--- src/hw/gate_drive_defines.svh ---
// Timing constants and counter width for the dual buck gate-drive logic.
// Assumes a single 100 MHz system clock.
`ifndef GATE_DRIVE_DEFINES_SVH
`define GATE_DRIVE_DEFINES_SVH

// ----------------------------------------
// Clock
// ----------------------------------------
`define CLK_PERIOD_NS      10
// ----------------------------------------
// Dead time between switch hand-overs
// ----------------------------------------
`define DEAD_TIME_NS       20
`define DEAD_CYCLES        \
  ((`DEAD_TIME_NS + `CLK_PERIOD_NS - 1) / `CLK_PERIOD_NS)
// ----------------------------------------
// Three-state hold-off default
// ----------------------------------------
`define HOLDOFF_TIME_NS    100
`define HOLDOFF_CYCLES     \
  ((`HOLDOFF_TIME_NS + `CLK_PERIOD_NS - 1) / `CLK_PERIOD_NS)
`define CNT_W              16

`endif

--- src/hw/gate_drive_pkg.sv ---
// Types used by the gate-drive channel; its top does not reference them.
// Assumes the defines header is compiled alongside.
`default_nettype none
package gate_drive_pkg;
  // ----------------------------------------
  // Channel drive state
  // ----------------------------------------
  typedef enum logic [2:0] {
    ST_OFF      = 3'b000,
    ST_HIGH_ON  = 3'b001,
    ST_DEAD_LO  = 3'b010,
    ST_LOW_ON   = 3'b011,
    ST_DEAD_HI  = 3'b100,
    ST_TRISTATE = 3'b101
  } drive_state_t;
endpackage
`default_nettype wire

--- src/hw/gate_drive_channel.sv ---
// One gate-drive channel: decodes pulse and rectifier enable into switches.
// Assumes inputs are already synchronised to clk_sys_i.
`include "gate_drive_defines.svh"
`default_nettype none
module gate_drive_channel #(
  parameter logic [`CNT_W-1:0] HOLDOFF = `CNT_W'(`HOLDOFF_CYCLES)
) (
  // Clock and reset
  input  wire logic clk_sys_i,
  input  wire logic rst_i,
  // Decoded pulse input
  input  wire logic pulse_high_i,
  input  wire logic pulse_mid_i,
  input  wire logic sync_rectifier_enable_i,
  // Switch commands
  output logic      high_side_switch_o,
  output logic      low_side_switch_o,
  output logic      tristate_o
);
  localparam logic [`CNT_W-1:0] DEAD = `CNT_W'(`DEAD_CYCLES);

  gate_drive_pkg::drive_state_t state;
  gate_drive_pkg::drive_state_t next_state;
  logic [`CNT_W-1:0] mid_cnt;
  logic [`CNT_W-1:0] dead_cnt;
  logic              mid_long;
  logic              dead_done;

  // ----------------------------------------
  // Three-state hold-off
  // ----------------------------------------
  always_ff @(posedge clk_sys_i or posedge rst_i) begin
    if (rst_i) begin
      mid_cnt <= `CNT_W'h0;
    end else if (!pulse_mid_i) begin
      mid_cnt <= `CNT_W'h0;
    end else if (mid_cnt < HOLDOFF) begin
      mid_cnt <= mid_cnt + `CNT_W'h1;
    end
  end
  assign mid_long = pulse_mid_i && (mid_cnt >= HOLDOFF);

  // ----------------------------------------
  // Dead-time counter
  // ----------------------------------------
  always_ff @(posedge clk_sys_i or posedge rst_i) begin
    if (rst_i) begin
      dead_cnt <= `CNT_W'h0;
    end else if (state != next_state) begin
      dead_cnt <= `CNT_W'h0;
    end else if (dead_cnt < DEAD) begin
      dead_cnt <= dead_cnt + `CNT_W'h1;
    end
  end
  assign dead_done = (dead_cnt >= DEAD - `CNT_W'h1);

  // ----------------------------------------
  // Drive state machine
  // ----------------------------------------
  always_comb begin
    next_state = state;
    if (mid_long) begin
      next_state = gate_drive_pkg::ST_TRISTATE;
    end else begin
      case (state)
        gate_drive_pkg::ST_HIGH_ON: begin
          if (!pulse_high_i) begin
            // Low side waits out dead time; off directly if not sync
            next_state = sync_rectifier_enable_i ?
                         gate_drive_pkg::ST_DEAD_LO :
                         gate_drive_pkg::ST_OFF;
          end
        end
        gate_drive_pkg::ST_DEAD_LO: begin
          if (pulse_high_i) begin
            next_state = gate_drive_pkg::ST_HIGH_ON;
          end else if (!sync_rectifier_enable_i) begin
            next_state = gate_drive_pkg::ST_OFF;
          end else if (dead_done) begin
            next_state = gate_drive_pkg::ST_LOW_ON;
          end
        end
        gate_drive_pkg::ST_LOW_ON: begin
          if (pulse_high_i || !sync_rectifier_enable_i) begin
            next_state = gate_drive_pkg::ST_DEAD_HI;
          end
        end
        gate_drive_pkg::ST_DEAD_HI: begin
          if (!pulse_high_i) begin
            next_state = sync_rectifier_enable_i ?
                         gate_drive_pkg::ST_LOW_ON :
                         gate_drive_pkg::ST_OFF;
          end else if (dead_done) begin
            next_state = gate_drive_pkg::ST_HIGH_ON;
          end
        end
        gate_drive_pkg::ST_TRISTATE: begin
          // Exit only on a low pulse level; high side stays off meanwhile
          if (!pulse_mid_i && !pulse_high_i) begin
            next_state = sync_rectifier_enable_i ?
                         gate_drive_pkg::ST_DEAD_LO :
                         gate_drive_pkg::ST_OFF;
          end
        end
        default: begin
          if (pulse_high_i && !pulse_mid_i) begin
            next_state = gate_drive_pkg::ST_HIGH_ON;
          end else if (!pulse_mid_i && sync_rectifier_enable_i) begin
            next_state = gate_drive_pkg::ST_DEAD_LO;
          end
        end
      endcase
    end
  end

  always_ff @(posedge clk_sys_i or posedge rst_i) begin
    if (rst_i) begin
      state <= gate_drive_pkg::ST_OFF;
    end else begin
      state <= next_state;
    end
  end

  // ----------------------------------------
  // Registered switch commands
  // ----------------------------------------
  always_ff @(posedge clk_sys_i or posedge rst_i) begin
    if (rst_i) begin
      high_side_switch_o <= 1'b0;
      low_side_switch_o  <= 1'b0;
      tristate_o         <= 1'b0;
    end else begin
      high_side_switch_o <= (next_state == gate_drive_pkg::ST_HIGH_ON);
      low_side_switch_o  <= (next_state == gate_drive_pkg::ST_LOW_ON);
      tristate_o         <= (next_state == gate_drive_pkg::ST_TRISTATE);
    end
  end

  // ----------------------------------------
  // Checks
  // ----------------------------------------
  a_no_overlap: assert property (
    @(posedge clk_sys_i) disable iff (rst_i)
    !(high_side_switch_o && low_side_switch_o))
    else $error("both switches on");

  a_nosync_low_off: assert property (
    @(posedge clk_sys_i) disable iff (rst_i)
    !sync_rectifier_enable_i [*2] |-> !low_side_switch_o)
    else $error("low side on without rectifier enable");

  a_tristate_off: assert property (
    @(posedge clk_sys_i) disable iff (rst_i)
    tristate_o |-> !high_side_switch_o && !low_side_switch_o)
    else $error("switch on in three-state");

  a_hs_dead_gap: assert property (
    @(posedge clk_sys_i) disable iff (rst_i)
    $fell(low_side_switch_o) |-> !high_side_switch_o [*2])
    else $error("high side on before dead time");

  a_holdoff_len: assert property (
    @(posedge clk_sys_i) disable iff (rst_i)
    $rose(tristate_o) |-> $past(mid_cnt) >= HOLDOFF)
    else $error("three-state entered before hold-off");

  a_ls_dead_gap: assert property (
    @(posedge clk_sys_i) disable iff (rst_i)
    $fell(high_side_switch_o) |-> !low_side_switch_o [*2])
    else $error("low side on before dead time");

  a_tristate_hold: assert property (
    @(posedge clk_sys_i) disable iff (rst_i)
    tristate_o && (pulse_mid_i || pulse_high_i) |=> tristate_o)
    else $error("three-state left without a low pulse");
endmodule
`default_nettype wire

--- src/hw/buck_gate_drive.sv ---
// Top of the dual-channel buck gate-drive logic: input sync plus channels.
// Assumes pulse inputs arrive pre-classified as high and mid-band levels.
`include "gate_drive_defines.svh"
`default_nettype none
module buck_gate_drive #(
  parameter logic [`CNT_W-1:0] HOLDOFF = `CNT_W'(`HOLDOFF_CYCLES)
) (
  // Clock and reset
  input  wire logic       clk_sys_i,
  input  wire logic       rst_i,
  // Controller inputs, index 0 is channel A
  input  wire logic [1:0] pulse_high_i,
  input  wire logic [1:0] pulse_mid_i,
  input  wire logic [1:0] sync_rectifier_enable_i,
  // Switch commands
  output logic      [1:0] high_side_switch_o,
  output logic      [1:0] low_side_switch_o,
  output logic      [1:0] tristate_o
);
  // ----------------------------------------
  // Input synchronisers
  // ----------------------------------------
  logic [5:0] sync_a;
  logic [5:0] sync_b;

  always_ff @(posedge clk_sys_i or posedge rst_i) begin
    if (rst_i) begin
      sync_a <= 6'h00;
      sync_b <= 6'h00;
    end else begin
      sync_a <= {sync_rectifier_enable_i, pulse_mid_i, pulse_high_i};
      sync_b <= sync_a;
    end
  end

  // ----------------------------------------
  // Channels
  // ----------------------------------------
  for (genvar ch = 0; ch < 2; ch++) begin : g_chan
    gate_drive_channel #(
      .HOLDOFF(HOLDOFF)
    ) u_chan (
      .clk_sys_i              (clk_sys_i),
      .rst_i                  (rst_i),
      .pulse_high_i           (sync_b[ch]),
      .pulse_mid_i            (sync_b[2 + ch]),
      .sync_rectifier_enable_i(sync_b[4 + ch]),
      .high_side_switch_o     (high_side_switch_o[ch]),
      .low_side_switch_o      (low_side_switch_o[ch]),
      .tristate_o             (tristate_o[ch])
    );
  end
endmodule
`default_nettype wire

--- config.mk ---
export PLATFORM = sky130hd
export DESIGN_NAME = buck_gate_drive
export DESIGN_NICKNAME = d
export VERILOG_FILES = /design/src/hw/gate_drive_pkg.sv /design/src/hw/gate_drive_channel.sv /design/src/hw/buck_gate_drive.sv
export VERILOG_INCLUDE_DIRS = /design/src /design/src/hw
export SDC_FILE = /design/constraint.sdc
export NUM_CORES = 1
export LEC_CHECK = 0
export ABC_AREA = 1
export BUFFER_PORTS_ARGS = -buffer_cell sky130_fd_sc_hd__buf_4
export CAP_MARGIN = 20
export CORE_ASPECT_RATIO = 0.75
export CORE_UTILIZATION = 50
export CTS_CLUSTER_DIAMETER = 120
export CTS_CLUSTER_SIZE = 24
export DETAILED_ROUTE_END_ITERATION = 10
export PLACE_DENSITY = 0.73
export SYNTH_ARGS = -nofsm -noshare
export SYNTH_HDL_FRONTEND = slang
export SYNTH_SLANG_ARGS = --single-unit
export TNS_END_PERCENT = 5
--- constraint.sdc ---
create_clock -name clk_sys_i -period 6.8 [get_ports clk_sys_i]
set_clock_uncertainty 0.1 [all_clocks]
set_input_delay 0 -clock clk_sys_i [delete_from_list [all_inputs] [get_ports clk_sys_i]]
set_output_delay 0 -clock clk_sys_i [all_outputs]
set_load 0.05 [all_outputs]
**After elaboration in Yosys (flattened, before gate mapping)**

Cells that the tools add are included.

- Register bits: 88
- Bits of input ports: 8
- Output and inout bits: 6

- $add $sub $neg: 4
- $lt $le $gt $ge: 8
- Equality and inequality tests: 20
- Multiplexer cells: 36
- Reductions and logical operators: 18

Operators with widths:

| cell | count |
|---|---|
| two-way mux 16 bit | 8 |
| two-way mux 3 bit | 22 |
| adder 16 x 1 -> 16 bit (second input constant) | 4 |
| >= comparator 16 x 1 -> 1 bit (second input constant) | 2 |
| >= comparator 16 x 4 -> 1 bit (second input constant) | 2 |
| < comparator 16 x 2 -> 1 bit (second input constant) | 2 |
| < comparator 16 x 4 -> 1 bit (second input constant) | 2 |
| one-hot mux 3 bit (5 select lines) | 2 |
| equality test 3 x 2 -> 1 bit (second input constant) | 6 |
| equality test 3 bit (second input constant) | 6 |
| equality test 3 x 1 -> 1 bit (second input constant) | 4 |
| logical AND 1 bit | 8 |
| two-way mux 2 bit | 4 |
| logical NOT 1 bit | 6 |
| inequality test 3 bit | 2 |
| inequality test 2 x 1 -> 1 bit (second input constant) | 2 |
| nonzero test 2 bit | 2 |
| logical OR 1 bit | 2 |

**Depth between registers and ports, before layout**

- Depth in word-level cells: 8
- Mapped depth: 15
- Depth with buffers taken out: 14

**By module**

From an unflattened synthesis, not the netlist that was laid out.

- Cell total of the unflattened synthesis: 491
- Area, all modules: 4,072.7 um^2

By module, submodules not included:

| module | instances | cells each | area an instance (um^2) |
|---|---|---|---|
| gate_drive_channel | 2 | 239 | 1,884.3 |
| buck_gate_drive | 1 | 13 | 304.0 |

**Least setup slack after synthesis**

OpenSTA, ideal clock, no wires.

- Path kind: register to register
- From: register g_chan[0].u_chan.dead_cnt[0]
- To: register g_chan[0].u_chan.dead_cnt[0]
- Library setup time: 0.120 ns
- Arrival time: 1.629 ns
- Data required time: 6.580 ns
- Path slack: 4.951 ns
- Cell stages (with the launch flop): 12
- Period minus slack after synthesis: 1.849 ns
- Path through: dfrtp_1 -> ha_1 -> nand3b_1 -> nor2_1 -> nand3_1 -> a21oi_2 -> nand3_2 -> nand2_1 -> nand2_2 -> nand2_4 -> buf_12 -> nor2_2

- Cells in the longest elaborated chain, start to end: 8

RTL lines:

| item | line | source |
|---|---|---|
| from (decl) | gate_drive_channel.sv:25 | `` logic [`CNT_W-1:0] dead_cnt; `` |
| from (signal assigned) | gate_drive_channel.sv:48 | `` dead_cnt <= `CNT_W'h0; `` |
| from (signal assigned) | gate_drive_channel.sv:50 | `` dead_cnt <= `CNT_W'h0; `` |
| from (signal assigned) | gate_drive_channel.sv:52 | `` dead_cnt <= dead_cnt + `CNT_W'h1; `` |
| >= comparator 16 x 1 -> 1 bit * | gate_drive_channel.sv:55 | `` assign dead_done = (dead_cnt >= DEAD - `CNT_W'h1); `` |
| two-way mux 3 bit | gate_drive_channel.sv:79 | `end else if (dead_done) begin` |
| two-way mux 3 bit | gate_drive_channel.sv:77 | `end else if (!sync_rectifier_enable_i) begin` |
| two-way mux 3 bit | gate_drive_channel.sv:75 | `if (pulse_high_i) begin` |
| one-hot mux 3 bit (5 select lines) * | gate_drive_channel.sv:65 | `case (state)` |
| two-way mux 3 bit * | gate_drive_channel.sv:62 | `if (mid_long) begin` |
| named net g_chan[0].u_chan.next_state[0] | gate_drive_channel.sv:23 | `gate_drive_pkg::drive_state_t next_state;` |
| inequality test 3 bit * | gate_drive_channel.sv:49 | `end else if (state != next_state) begin` |
| two-way mux 16 bit / nonzero test 2 bit (equally long branches) | -- |  |

The timed path passes the listed nets; every way through them passes the cells marked *. The select of a mux whose other input is x is not followed.
A chain may end at the register's enable or synchronous reset.

**Worst setup path in the final report**

- From: register sync_b[2]
- To: register g_chan[0].u_chan.dead_cnt[14]

- Cells in the longest elaborated chain, start to end: 8

RTL lines:

| item | line | source |
|---|---|---|
| from (decl) | buck_gate_drive.sv:24 | `logic [5:0] sync_b;` |
| from (signal assigned) | buck_gate_drive.sv:32 | `sync_b <= sync_a;` |
| logical NOT 1 bit | -- |  |
| logical AND 1 bit | gate_drive_channel.sv:108 | `end else if (!pulse_mid_i && sync_rectifier_enable_i) begin` |
| two-way mux 3 bit | gate_drive_channel.sv:108 |  |
| two-way mux 3 bit | gate_drive_channel.sv:106 | `if (pulse_high_i && !pulse_mid_i) begin` |
| one-hot mux 3 bit (5 select lines) | gate_drive_channel.sv:65 |  |
| two-way mux 3 bit * | gate_drive_channel.sv:62 |  |
| named net g_chan[0].u_chan.next_state[0] | gate_drive_channel.sv:23 |  |
| inequality test 3 bit * | gate_drive_channel.sv:49 |  |
| two-way mux 16 bit / nonzero test 2 bit (equally long branches) | -- |  |

The timed path passes the listed nets; every way through them passes the cells marked *.

==> impl_metrics.tcl <==
set metrics [dict create \
    path_clk_slew_ns 0.08 \
    path_class "flip-flop to flip-flop" \
    antenna_found_initial 0 \
    overflow 0 \
    synth_seq_cells 88 \
    drive_gt1_share_pct 16.6 \
    place_congestion 0.866 \
    syn_area_um2 4050 \
    grt_max_degree 89 \
    p_comb_share_pct 32.8 \
    ant_nets 0 \
    die_w_um 106 \
    final_hold_viol_count 0 \
    min_period_over_period_pct 33.7 \
    cts_tree "done" \
    fp.dieH_um 80.0 \
    grt_pass1_vias 2655 \
    drt_iter0_markers 111 \
    drt_first_pass_iters 4 \
    start_util_pct 51.4 \
    worst_slew_pin_slew_ns 0.706 \
    p_sw_uw 565 \
    p_int_uw 921 \
    cts_buffers 9 \
    leakage_nw 2.44 \
    nets 508 \
    power.density_nw_per_um2 331 \
    vias 2850 \
    die_area_um2 8470 \
    post-cts-setup-buffers 0 \
    cts-htree-levels 3 \
    synth_warnings 0 \
    clock_sinks 88 \
    clk_latency_ns 0.35 \
    syn_area_per_cell_um2 8.60 \
    area_delta_synth_final_pct 10.8 \
    ys_types 31 \
    rows 28 \
    clock-root-buffer "clkbuf_8" \
    slew_viol_final 0 \
    grt_first_pass_wirelength_um 11600 \
    synth_nets 489 \
    core_um2 7880 \
    cp.arrival_ns 2.43 \
    io_buffer_count 13 \
    rsz0062_at_grt "false" \
    clkPwrFrac_pct 25.8 \
    switching_share_pct 38.0 \
    seqPwrFrac_pct 41.4 \
    status "finished, final reports clean" \
    required_ns 6.94 \
    setup_viol 0 \
    wire_per_inst_um 10.8 \
    fin_hold_ws_ns 0.0960 \
    cap_viol_max_count 0 \
    routed_wl_um 6440 \
    seq_area_frac_synth_pct 54.4 \
    cts-resized-gates 0 \
    place_hpwl_um 4340 \
    vdd_drop_max_v 0.000229 \
    critPathCaptureType "flip-flop" \
    synth_top_area_cell "dfrtp_1" \
    ctsHoldBuffers 7 \
    synthCells 471 \
    vias_per_cell 4.76 \
    synth_area_leaders "dfrtp_1 54%, nand2_1 7.7%, inv_1 7.6%" \
    final_core_util_pct 56.9 \
    hold_path_class "primary input to async pin" \
    maxSlewHeadroom_pct 53.0 \
    totalPowerFinal_mw 1.49 \
    antenna_cells 0 \
    fin_crit_ns 2.29 \
    yosysTopAreaCellShare_pct 54.4 \
    cts_buffer_depth 2 \
    max_freq_mhz 437 \
    grtUsageTotal_pct 17.4 \
    ios 14 \
    tns_ns 0 \
    critPathMaxFanout 20 \
    drc 0 \
    startpoint_type "flip-flop" \
]
-- worst paths after layout --
path	startpoint	cells past startpoint	slack, ns	endpoint
max in group asynchronous	rst_i	5	5.92	g_chan[0].u_chan.mid_cnt[6]$_DFFE_PP0P_
min in group clk_sys_i	pulse_high_i[0]	2	0.19	sync_a[0]$_DFF_PP0_
min	rst_i	4	0.1	sync_a[4]$_DFF_PP0_
max reg2reg	sync_b[2]$_DFF_PP0_	11	4.51	g_chan[0].u_chan.dead_cnt[14]$_DFFE_PP0P_
max	sync_b[2]$_DFF_PP0_	11	4.51	g_chan[0].u_chan.dead_cnt[14]$_DFFE_PP0P_
min reg2reg	sync_a[5]$_DFF_PP0_	0	0.25	sync_b[5]$_DFF_PP0_
-- cell type report --
| class | instances | area [µm²] |
|---|---|---|
| sequential | 88 | 2200 |
| tap | 105 | 131 |
| fill | 688 | 3390 |
| multi-input combinational | 281 | 1410 |
| inverter | 88 | 332 |
| timing repair buffer | 22 | 203 |
| clock inverter | 5 | 82.6 |
| clock buffer | 10 | 128 |
-- sequential cells by signal (all words and copies together) (netlist names) --
signal / flops
g_chan.u_chan.dead_cnt: 32
g_chan.u_chan.mid_cnt: 32
g_chan.u_chan.state: 6
sync_a: 6
sync_b: 6
g_chan.u_chan.high_side_switch_o: 2
g_chan.u_chan.low_side_switch_o: 2
g_chan.u_chan.tristate_o: 2
-- logic make-up (layout without fill, tap and decap cells) --
| kind of cell | count (synthesis) | after routing | synth area share (%) |
|---|---|---|---|
| and+or+nand+nor | 247 | 247 | 27.9 |
| xor gates and xnor gates | 2 | 2 | 0.432 |
| DFF | 88 | 88 | 54.4 |
| adders and majority gates | 10 | 10 | 3.09 |
| buffers and inverters | 102 | 125 | 10.8 |
| AOI/OAI and AO/OA | 22 | 22 | 3.34 |
-- placed cells by master (no fill, tap or decap) --
master | Yosys | routed
a21oi_1 | 8 | 8
a21oi_2 | 1 | 1
a31o_2 | 2 | 2
a31oi_1 | 1 | 1
buf_16 | 0 | 1
buf_4 | 6 | 14
bufinv_16 | 0 | 2
clkbuf_1 | 2 | 1
clkbuf_8 | 0 | 9
clkinv_2 | 0 | 1
clkinvlp_4 | 0 | 3
dfrtp_1 | 88 | 88
dlygate4sd3_1 | 0 | 7
ha_1 | 10 | 10
inv_1 | 82 | 81
inv_2 | 6 | 6
nand2_1 | 83 | 83
nand2_2 | 10 | 10
nand2_4 | 1 | 1
nand3_1 | 31 | 31
nand3_2 | 2 | 2
nand3b_1 | 1 | 1
nand4_1 | 9 | 9
nor2_1 | 73 | 73
nor2_2 | 27 | 27
nor2_4 | 2 | 2
nor3_1 | 6 | 6
nor4_1 | 2 | 2
o211ai_2 | 1 | 1
o21ai_0 | 6 | 6
o22ai_1 | 2 | 2
o31ai_1 | 1 | 1
xor2_1 | 2 | 2
-- layer usage --
layer / share of wire [%] / vias to the layer above / track usage [%]
li1: - / 1463 / -
met2: 43 / 49 / 26.7
met4: 1.1 / 0 / 5.56
met3: 3.9 / 7 / 5.14
met1: 52 / 1331 / 23.9
met5: 0 / - / 0
-- power groups by stage --
stage | clock network (mW) | logic (mW) | registers (mW)
3_3_place_gp | 0 | 0.475 | 0.625
5_1_grt | 0.414 | 0.547 | 0.621
3_5_place_dp | 0 | 0.484 | 0.625
2_1_floorplan | 0 | 0.470 | 0.600
6_report | 0.383 | 0.487 | 0.616
4_1_cts | 0.395 | 0.489 | 0.614
-- synth_stat cells, drive strengths merged --
| cell type | instances |
|---|---|
| a21oi | 9 |
| ha | 10 |
| nor3 | 6 |
| o31ai | 1 |
| nand2 | 94 |
| inv | 88 |
| nand4 | 9 |
| a31oi | 1 |
| o22ai | 2 |
| nand3 | 33 |
| nand3b | 1 |
| a31o | 2 |
| o21ai | 6 |
| clkbuf | 2 |
| nor2 | 102 |
| buf | 12 |
| o211ai | 1 |
| dfrtp | 88 |
| nor4 | 2 |
| xor2 | 2 |
-- through the flow --
step / worst slack [ns] / cell area [µm²] / std cells
2_1_floorplan: 4.42 / 4050 / 471
6_report: 4.51 / 4490 / 599
4_1_cts: 4.52 / 4460 / 598
3_3_place_gp: 4.58 / 4180 / 576
3_5_place_dp: 4.52 / 4180 / 576
5_1_grt: 4.23 / 4490 / 599
-- worst max-delay path, cell delays in order (launching register included) --
cell and delay (ns):
dfrtp_1 0.75, inv_1 0.22, nand2_1 0.13, inv_1 0.06
a21oi_1 0.12, nor2_1 0.06, nor2_2 0.15, nand3_2 0.12
nand2_1 0.09, nand2_2 0.07, nand2_4 0.21, nor2_1 0.08
Power figures use the tool's default switching activity.
